## src/hw/interval_timer_consts.svh

```systemverilog
`ifndef INTERVAL_TIMER_CONSTS_SVH
`define INTERVAL_TIMER_CONSTS_SVH

`define ADDR_MODE        12'h000
`define ADDR_COMPARE_A   12'h004
`define ADDR_COMPARE_B   12'h008
`define ADDR_IRQ_STATUS  12'h00C
`define ADDR_IRQ_MASK    12'h010
`define ADDR_COUNT_A     12'h014
`define ADDR_COUNT_B     12'h018

`define MODE_RESET       8'hFF
`define COMPARE_RESET    8'h00
`define MASK_RESET       2'h0

`define MODE_TOGGLE_LO   0
`define MODE_TOGGLE_HI   1
`define MODE_A_CLK_LO    2
`define MODE_A_CLK_HI    3
`define MODE_A_HALT      4
`define MODE_B_CLK_LO    5
`define MODE_B_CLK_HI    6
`define MODE_B_HALT      7

`define DIV_FAST         3
`define DIV_MID          12
`define DIV_SLOW         384
`define DIV3_W           2
`define PRESCALE_W       5
`define PRESCALE_LAST    5'h1F

`endif

```

## src/hw/interval_timer_pkg.sv

```systemverilog
package interval_timer_pkg;

    typedef enum logic [1:0]
    {
        CLK_DIV12  = 2'h0,
        CLK_DIV384 = 2'h1,
        CLK_EXT    = 2'h2,
        CLK_ALT    = 2'h3
    } count_src_t;

    typedef enum logic [1:0]
    {
        TGL_MATCH_A = 2'h0,
        TGL_MATCH_B = 2'h1,
        TGL_DIV3    = 2'h2,
        TGL_RESET   = 2'h3
    } toggle_src_t;

    typedef enum logic [2:0]
    {
        EXT_LOW  = 3'h1,
        EXT_HIGH = 3'h2,
        EXT_FALL = 3'h4
    } ext_state_t;

endpackage

```

## src/hw/clock_prescaler.sv

```systemverilog
`timescale 1ns/1ps
`include "interval_timer_consts.svh"

// produces one-cycle ticks at clk/3, clk/12 and clk/384
module clock_prescaler
(
    input  wire logic clk,
    input  wire logic rst_b,
    output logic      tick_div3,
    output logic      tick_div12,
    output logic      tick_div384
);

    logic [`DIV3_W-1:0]     div3_cnt;
    logic [1:0]             quarter_cnt;
    logic [`PRESCALE_W-1:0] slow_cnt;

    always_ff @(posedge clk or negedge rst_b)
    begin
        if (!rst_b)
            div3_cnt <= '0;
        else if (div3_cnt == `DIV3_W'(`DIV_FAST - 1))
            div3_cnt <= '0;
        else
            div3_cnt <= div3_cnt + 1'b1;
    end

    assign tick_div3 = (div3_cnt == `DIV3_W'(`DIV_FAST - 1));

    // 12 = 3 * 4, 384 = 12 * 32 chained so all ticks stay phase-aligned
    always_ff @(posedge clk or negedge rst_b)
    begin
        if (!rst_b)
            quarter_cnt <= '0;
        else if (tick_div3)
            quarter_cnt <= quarter_cnt + 1'b1;
    end

    assign tick_div12 = tick_div3 && (quarter_cnt == 2'h3);

    always_ff @(posedge clk or negedge rst_b)
    begin
        if (!rst_b)
            slow_cnt <= '0;
        else if (tick_div12)
            slow_cnt <= slow_cnt + 1'b1;
    end

    // five bits wrap after 32 slow steps, so no terminal reload is needed
    assign tick_div384 = tick_div12 && (slow_cnt == `PRESCALE_LAST);

endmodule // clock_prescaler

```

## src/hw/ext_count_filter.sv

```systemverilog
`timescale 1ns/1ps
`include "interval_timer_consts.svh"

// samples the count pin on each div3 tick; a level must be seen twice in a row
module ext_count_filter
(
    input  wire logic clk,
    input  wire logic rst_b,
    input  wire logic sample_tick,
    input  wire logic ext_count_pin,
    output logic      fall_event
);

    logic                          last_sample;
    interval_timer_pkg::ext_state_t state;

    always_ff @(posedge clk or negedge rst_b)
    begin
        if (!rst_b)
            last_sample <= 1'b1;
        else if (sample_tick)
            last_sample <= ext_count_pin;
    end

    // idle high, so a pin held low through reset gives a fall edge after two low samples
    always_ff @(posedge clk or negedge rst_b)
    begin
        if (!rst_b)
            state <= interval_timer_pkg::EXT_HIGH;
        else if (sample_tick)
        begin
            case (state)
                interval_timer_pkg::EXT_HIGH:
                    if (!ext_count_pin && !last_sample)
                        state <= interval_timer_pkg::EXT_FALL;
                interval_timer_pkg::EXT_FALL:
                    state <= interval_timer_pkg::EXT_LOW;
                interval_timer_pkg::EXT_LOW:
                    if (ext_count_pin && last_sample)
                        state <= interval_timer_pkg::EXT_HIGH;
                default:
                    state <= interval_timer_pkg::EXT_HIGH;
            endcase
        end
    end

    assign fall_event = sample_tick && (state == interval_timer_pkg::EXT_FALL);

endmodule // ext_count_filter

```

## src/hw/dual_interval_timer_toggle.sv

```systemverilog
`timescale 1ns/1ps
`include "interval_timer_consts.svh"

// Function
// - two timers, 8-bit counter, comparator, interval
// - match clears counter and raises interrupt
// - toggle flop inverts on selected source
// - mode bits 1:0 pick toggle source
// - toggle clock is oscillator divided by three
// - count clocks are divide twelve and 384
// - mode bits 3:2 pick timer a clock
// - bit 4 high holds a cleared; fall restarts
// - rewriting zero keeps running count intact
// - mode bits 6:5 pick b clock, cascade
// - bit 7 halts b like bit 4
// - reset loads ones, clears counters, toggle
// - toggle feeds event timebase and serial clock
// - timer times oscillator settling on wake
// - interval write suppresses that match
// - interval zero matches every 256 counts
// - count pin filtered, two equal samples
module dual_interval_timer_toggle
(
    input  wire logic        clk,
    input  wire logic        rst_b,
    input  wire logic        psel,
    input  wire logic        penable,
    input  wire logic        pwrite,
    input  wire logic [11:0] paddr,
    input  wire logic [31:0] pwdata,
    output logic      [31:0] prdata,
    output logic             pready,
    output logic             pslverr,
    input  wire logic        ext_count_pin,
    output logic             toggle_out_pin,
    output logic             toggle_timebase,
    output logic             a_match_irq,
    output logic             b_match_irq,
    output logic             irq
);

    logic [7:0] timer_control_mode;
    logic [7:0] interval_compare_a;
    logic [7:0] interval_compare_b;
    logic [7:0] count_a;
    logic [7:0] count_b;
    logic       halt_a_prev;
    logic       halt_b_prev;
    logic [1:0] irq_status;
    logic [1:0] irq_mask;
    logic       toggle_ff;
    logic       tick_div3;
    logic       tick_div12;
    logic       tick_div384;
    logic       ext_fall;
    logic       wr_en;
    logic       rd_en;
    logic       hit;
    logic       wr_cmp_a;
    logic       wr_cmp_b;
    logic       count_en_a;
    logic       count_en_b;
    logic       match_a;
    logic       match_b;
    logic       clear_status;
    logic [31:0] next_prdata;

    interval_timer_pkg::count_src_t  a_clock_sel;
    interval_timer_pkg::count_src_t  b_clock_sel;
    interval_timer_pkg::toggle_src_t toggle_sel;

    clock_prescaler u_prescaler
    (
        .clk         (clk),
        .rst_b       (rst_b),
        .tick_div3   (tick_div3),
        .tick_div12  (tick_div12),
        .tick_div384 (tick_div384)
    );

    ext_count_filter u_ext_filter
    (
        .clk           (clk),
        .rst_b         (rst_b),
        .sample_tick   (tick_div3),
        .ext_count_pin (ext_count_pin),
        .fall_event    (ext_fall)
    );

    // single-cycle slave: pready is always high, unmapped reads return zero
    assign pready  = 1'b1;
    assign wr_en   = psel && penable && pwrite;
    assign rd_en   = psel && penable && !pwrite;

    function automatic logic addr_mapped(input logic [11:0] a);
        addr_mapped = (a == `ADDR_MODE) || (a == `ADDR_COMPARE_A) ||
                      (a == `ADDR_COMPARE_B) || (a == `ADDR_IRQ_STATUS) ||
                      (a == `ADDR_IRQ_MASK) || (a == `ADDR_COUNT_A) ||
                      (a == `ADDR_COUNT_B);
    endfunction

    assign hit      = addr_mapped(paddr);
    assign pslverr  = psel && penable && !hit;
    assign wr_cmp_a = wr_en && (paddr == `ADDR_COMPARE_A);
    assign wr_cmp_b = wr_en && (paddr == `ADDR_COMPARE_B);

    always_ff @(posedge clk or negedge rst_b)
    begin
        if (!rst_b)
            timer_control_mode <= `MODE_RESET;
        else if (wr_en && (paddr == `ADDR_MODE))
            timer_control_mode <= pwdata[7:0];
    end

    // interval registers are undefined after reset in the original; zero here
    always_ff @(posedge clk or negedge rst_b)
    begin
        if (!rst_b)
        begin
            interval_compare_a <= `COMPARE_RESET;
            interval_compare_b <= `COMPARE_RESET;
        end
        else
        begin
            if (wr_cmp_a)
                interval_compare_a <= pwdata[7:0];
            if (wr_cmp_b)
                interval_compare_b <= pwdata[7:0];
        end
    end

    always_ff @(posedge clk or negedge rst_b)
    begin
        if (!rst_b)
            irq_mask <= `MASK_RESET;
        else if (wr_en && (paddr == `ADDR_IRQ_MASK))
            irq_mask <= pwdata[1:0];
    end

    assign a_clock_sel = interval_timer_pkg::count_src_t'(
        timer_control_mode[`MODE_A_CLK_HI:`MODE_A_CLK_LO]);
    assign b_clock_sel = interval_timer_pkg::count_src_t'(
        timer_control_mode[`MODE_B_CLK_HI:`MODE_B_CLK_LO]);
    assign toggle_sel  = interval_timer_pkg::toggle_src_t'(
        timer_control_mode[`MODE_TOGGLE_HI:`MODE_TOGGLE_LO]);

    function automatic logic pick_tick(
        input interval_timer_pkg::count_src_t sel,
        input logic                           t12,
        input logic                           t384,
        input logic                           ext,
        input logic                           alt);
        case (sel)
            interval_timer_pkg::CLK_DIV12:  pick_tick = t12;
            interval_timer_pkg::CLK_DIV384: pick_tick = t384;
            interval_timer_pkg::CLK_EXT:    pick_tick = ext;
            default:                        pick_tick = alt;
        endcase
    endfunction

    // code 3 for timer a means disabled, for timer b it cascades on a's match
    assign count_en_a = pick_tick(a_clock_sel, tick_div12, tick_div384,
                                  ext_fall, 1'b0);
    assign count_en_b = pick_tick(b_clock_sel, tick_div12, tick_div384,
                                  ext_fall, match_a);

    // a match is the count event that would reach the interval; a value of
    // zero therefore matches on the wrap after 256 events
    assign match_a = count_en_a && !timer_control_mode[`MODE_A_HALT] &&
                     (count_a + 8'h01 == interval_compare_a) && !wr_cmp_a;
    assign match_b = count_en_b && !timer_control_mode[`MODE_B_HALT] &&
                     (count_b + 8'h01 == interval_compare_b) && !wr_cmp_b;

    always_ff @(posedge clk or negedge rst_b)
    begin
        if (!rst_b)
        begin
            halt_a_prev <= 1'b1;
            halt_b_prev <= 1'b1;
        end
        else
        begin
            halt_a_prev <= timer_control_mode[`MODE_A_HALT];
            halt_b_prev <= timer_control_mode[`MODE_B_HALT];
        end
    end

    // a halted counter already sits at zero, so a 1->0 change restarts from
    // zero and a repeated zero write leaves the count alone
    always_ff @(posedge clk or negedge rst_b)
    begin
        if (!rst_b)
            count_a <= 8'h00;
        else if (timer_control_mode[`MODE_A_HALT] || halt_a_prev)
            count_a <= 8'h00;
        else if (match_a)
            count_a <= 8'h00;
        else if (count_en_a)
            count_a <= count_a + 8'h01;
    end

    always_ff @(posedge clk or negedge rst_b)
    begin
        if (!rst_b)
            count_b <= 8'h00;
        else if (timer_control_mode[`MODE_B_HALT] || halt_b_prev)
            count_b <= 8'h00;
        else if (match_b)
            count_b <= 8'h00;
        else if (count_en_b)
            count_b <= count_b + 8'h01;
    end

    always_ff @(posedge clk or negedge rst_b)
    begin
        if (!rst_b)
            toggle_ff <= 1'b0;
        else
        begin
            case (toggle_sel)
                interval_timer_pkg::TGL_MATCH_A:
                    toggle_ff <= toggle_ff ^ match_a;
                interval_timer_pkg::TGL_MATCH_B:
                    toggle_ff <= toggle_ff ^ match_b;
                interval_timer_pkg::TGL_DIV3:
                    toggle_ff <= toggle_ff ^ tick_div3;
                default:
                    toggle_ff <= 1'b0;
            endcase
        end
    end

    // pin routing lives outside; the timebase copy ignores it and also
    // serves as the settle-time base on standby exit
    assign toggle_out_pin  = toggle_ff;
    assign toggle_timebase = toggle_ff;

    always_ff @(posedge clk or negedge rst_b)
    begin
        if (!rst_b)
        begin
            a_match_irq <= 1'b0;
            b_match_irq <= 1'b0;
        end
        else
        begin
            a_match_irq <= match_a;
            b_match_irq <= match_b;
        end
    end

    assign clear_status = rd_en && (paddr == `ADDR_IRQ_STATUS);

    // set beats the read-clear so a match in the read cycle survives
    always_ff @(posedge clk or negedge rst_b)
    begin
        if (!rst_b)
            irq_status <= 2'h0;
        else
            irq_status <= (clear_status ? 2'h0 : irq_status) | {match_b, match_a};
    end

    assign irq = |(irq_status & irq_mask);

    always_comb
    begin
        next_prdata = 32'h0000_0000;
        if (paddr == `ADDR_MODE)
            next_prdata[7:0] = timer_control_mode;
        else if (paddr == `ADDR_COMPARE_A)
            next_prdata[7:0] = interval_compare_a;
        else if (paddr == `ADDR_COMPARE_B)
            next_prdata[7:0] = interval_compare_b;
        else if (paddr == `ADDR_IRQ_STATUS)
            next_prdata[1:0] = irq_status;
        else if (paddr == `ADDR_IRQ_MASK)
            next_prdata[1:0] = irq_mask;
        else if (paddr == `ADDR_COUNT_A)
            next_prdata[7:0] = count_a;
        else if (paddr == `ADDR_COUNT_B)
            next_prdata[7:0] = count_b;
    end

    // read data registered during setup so it is stable in the access phase
    always_ff @(posedge clk or negedge rst_b)
    begin
        if (!rst_b)
            prdata <= 32'h0000_0000;
        else if (psel && !penable && !pwrite)
            prdata <= next_prdata;
    end

endmodule // dual_interval_timer_toggle

```

## config.mk

```make
export PLATFORM = sky130hd
export DESIGN_NAME = dual_interval_timer_toggle
export DESIGN_NICKNAME = d
export VERILOG_FILES = /design/src/hw/interval_timer_pkg.sv /design/src/hw/clock_prescaler.sv /design/src/hw/ext_count_filter.sv /design/src/hw/dual_interval_timer_toggle.sv
export VERILOG_INCLUDE_DIRS = /design/src /design/src/hw
export SDC_FILE = /design/constraint.sdc
export NUM_CORES = 1
export LEC_CHECK = 0
export ABC_CLOCK_PERIOD_IN_PS = 5400
export BUFFER_PORTS_ARGS = -buffer_cell sky130_fd_sc_hd__buf_2
export CAP_MARGIN = 20
export CORE_MARGIN = 3
export CORE_UTILIZATION = 30
export CTS_CLUSTER_SIZE = 30
export DETAILED_ROUTE_END_ITERATION = 6
export PLACE_DENSITY = 0.46
export SLEW_MARGIN = 20
export SYNTH_ARGS = -nofsm -noshare
export SYNTH_HDL_FRONTEND = slang
export SYNTH_SLANG_ARGS = --single-unit
```

## constraint.sdc

```tcl
create_clock -name clk -period 5.4 [get_ports clk]
set_clock_uncertainty 0.1 [all_clocks]
set_input_delay 0 -clock clk [delete_from_list [all_inputs] [get_ports clk]]
set_output_delay 0 -clock clk [all_outputs]
set_load 0.03 [all_outputs]
```

==> flow_metrics.tcl <==
set metrics [dict create \
    status "finished clean" \
    crit_chain "ha_1 > and3_1 > ha_1 > inv_4 > a2111oi_4 > a31oi_2 > or4_4 > o31a_1 > or2_4 > or4_1 > a21oi_1" \
    synth_cell_type_count 58 \
    wl_per_cell_um 15.9 \
    critPathKind "flop to flop" \
    dr.max_layer_used "met4" \
    portBuffers 39 \
    drc 0 \
    synth_area_leaders "dfrtp_1, dfstp_2, mux2_2" \
    drv_slew 0 \
    cts.hold.buffers_added 11 \
    drt_first_pass_iters 4 \
    drive_above_1_share_pct 23.7 \
    synth_top_area_cell "dfrtp_1" \
    cts_sinks 70 \
    clk_pin_slew_worst_paths_ps 60 \
    ys.warnings.count 0 \
    clk_path_buf_depth 2 \
    cts.repair.resized 0 \
    wl_mm 10.4 \
    ctsRootBufferMaster "clkbuf_16" \
    setup.worst_path.start_class "flop" \
    holdPathStages 3 \
    numCtsBuffers 9 \
    synthArstFlopShare_pct 100 \
    synth_top_area_share_pct 35.0 \
    wl_met2_mm 5.03 \
    cts_tree "done" \
    syn_to_final_growth_pct 16.3 \
    drt_iter0_drc 178 \
    grt_usage_pct 14.4 \
    antenna_found_initial 0 \
    gp_congestion 0.914 \
    slowest_delay_ps 570 \
    dieHeight_um 124 \
    synth_edf_count 0 \
    grt_max_degree 71 \
    chipWidth_um 124 \
    hold_viol_final 0 \
    num_io_pins 89 \
    htreeDepth 3 \
    dpl.hpwl_mm 7.66 \
    grt_pass1_wl_mm 16.6 \
    post_drt_via_cell_ratio 4.81 \
    dr_total_vias 3140 \
    core_area_sq_um 13400 \
    final_cell_area_sq_um 4830 \
    setup_tns_ps 0 \
    grt_pass1_vias 3036 \
    synth_ff_type "dfrtp_1" \
    netlist_top_cells_count "dfrtp_1, nand2_1, nor2_1, o21ai_0, buf_4" \
    antenna_left 0 \
    synth.most_common_cell "dfrtp_1" \
    cp_max_fo 14 \
    hold_path_class "primary input to flop" \
    place_ws_ps 1830 \
    seq_area_frac_synth_pct 42.5 \
    die_area_sq_um 15300 \
    fp-row-count 42 \
    fmax_mhz 283 \
    setup_viol 0 \
    drt-met1-wl_mm 4.81 \
    r2r_cells 11 \
    p_per_area_nw_per_um2 280 \
    worstSetupEndpointType "flop" \
    insertion_delay_ps 330 \
    cp_common_cell "ha_1" \
    cp_slowest_cell "or4_4" \
    dr_wl_met3_um 422 \
    placed_area_sq_um 4400 \
    worstMarginPinSlew_ps 895 \
    antennaDiodeCount 0 \
    max_slew_margin_pct 40.1 \
    rsz0062_at_grt "no" \
    critPathRequiredTime_ps 5550 \
    gr-total-overflow 0 \
    worstPathArrival_ps 3690 \
    peakVddDrop_uv 141 \
    avgSynthCellArea_sq_um 9.68 \
    power_leakage_nw 2.15 \
    synth_area_sq_um 4150 \
    maxCapViolCount 0 \
    min_period_ps 3540 \
    worst_slack_ps 1860 \
    nNetsFinal 530 \
    synth_cells 429 \
    period_share_pct 65.5 \
    postCtsSetupBuffers 0 \
    synth_seq_cells 70 \
    start_util_pct 31.0 \
]
## area by class of cell
type,instances,area (sq um)
well taps,176,220
clock buffers,12,246
clock inverters,4,70.1
multi-input cells,327,2150
inverters,10,41.3
repair buffers,54,335
fillers,1346,8570
flip-flops and latches,70,1770
## per-layer routing
layer	vias up	GRT usage, %
met4	0	4.50
li1	1546	-
met1	1522	18.8
met3	11	3.54
met5	-	0
met2	61	23.3
## cells by family (layout without fill, tap and decap cells)
| group | Yosys count | in the layout | synth area share (%) |
|---|---|---|---|
| muxes | 34 | 34 | 9.52 |
| AOI/OAI and AO/OA | 84 | 84 | 13.0 |
| DFF | 70 | 70 | 42.5 |
| xor gates and xnor gates | 27 | 27 | 5.69 |
| other | 2 | 25 | 0.181 |
| buffers and inverters | 55 | 80 | 8.04 |
| and+or+nand+nor | 149 | 149 | 18.7 |
| adders and majority gates | 8 | 8 | 2.41 |
## where the power goes
part	switching, mW	internal (mW)
Clock	0.218	0.416
Sequential	0.0229	0.545
Combinational	0.100	0.0500
Total	0.341	1.01
## worst paths after layout
kind | startpoint | end | slack [ps]
worst max-delay path | u_prescaler.slow_cnt[0]$_DFFE_PN0P_ | count_b[7]$_DFFE_PN0P_ | 1860
worst min-delay path | penable | prdata[2]$_DFFE_PN0P_ | 40
worst max register to register | u_prescaler.slow_cnt[0]$_DFFE_PN0P_ | count_b[7]$_DFFE_PN0P_ | 1860
worst min register to register | timer_control_mode[7]$_DFFE_PN1P_ | halt_b_prev$_DFF_PN1_ | 290
max in group asynchronous | rst_b | u_ext_filter.state[0]$_DFFE_PN0P_ | 4290
min in group asynchronous | rst_b | count_a[4]$_DFFE_PN0P_ | 310
## critical path, delay by kind of cell, from the launching register on
family / cells / cell delay [ps]
AOI/OAI and AO/OA: 4 / 1100
adders and majority gates: 2 / 360
buffers and inverters: 1 / 50
DFF: 1 / 380
and+or+nand+nor: 4 / 1470
## sequential cells by signal, summed over array words and instances, names as in the netlist
register	cells
count_a	8
count_b	8
interval_compare_a	8
interval_compare_b	8
prdata	8
timer_control_mode	8
u_prescaler.slow_cnt	5
u_ext_filter.state	3
irq_mask	2
irq_status	2
u_prescaler.div3_cnt	2
u_prescaler.quarter_cnt	2
a_match_irq	1
b_match_irq	1
halt_a_prev	1
halt_b_prev	1
toggle_out_pin	1
u_ext_filter.last_sample	1
## cell usage in the layout (no fill, tap or decap), types with 3 or more instances in the layout
cell,count
nand4_1,4
xor2_1,6
nor4b_1,3
nand2_1,46
dfstp_2,12
conb_1,25
xnor2_1,21
buf_2,39
buf_4,4
a211oi_1,3
a21oi_1,21
mux2i_1,8
or3_1,3
o21ai_0,30
a22oi_1,8
clkbuf_16,9
nor4_1,4
and3_1,8
mux2_2,24
dfrtp_1,58
dlygate4sd3_1,11
a22o_1,7
ha_1,8
nand3_1,13
inv_1,8
nor2b_1,11
nor2_1,31
or4_1,6
## through the flow
stage	util (%)	std cells	hold WS (ps)	power [mW]
detailed placement	32.9	626	126	0.723
global route	36.0	653	72.3	1.42
global placement	32.9	626	116	0.721
finish	36.0	653	42.2	1.35
CTS	36.0	653	35.5	1.37
floorplan	-	452	-396	0.682
No activity file was read; power rests on OpenSTA's default activity.
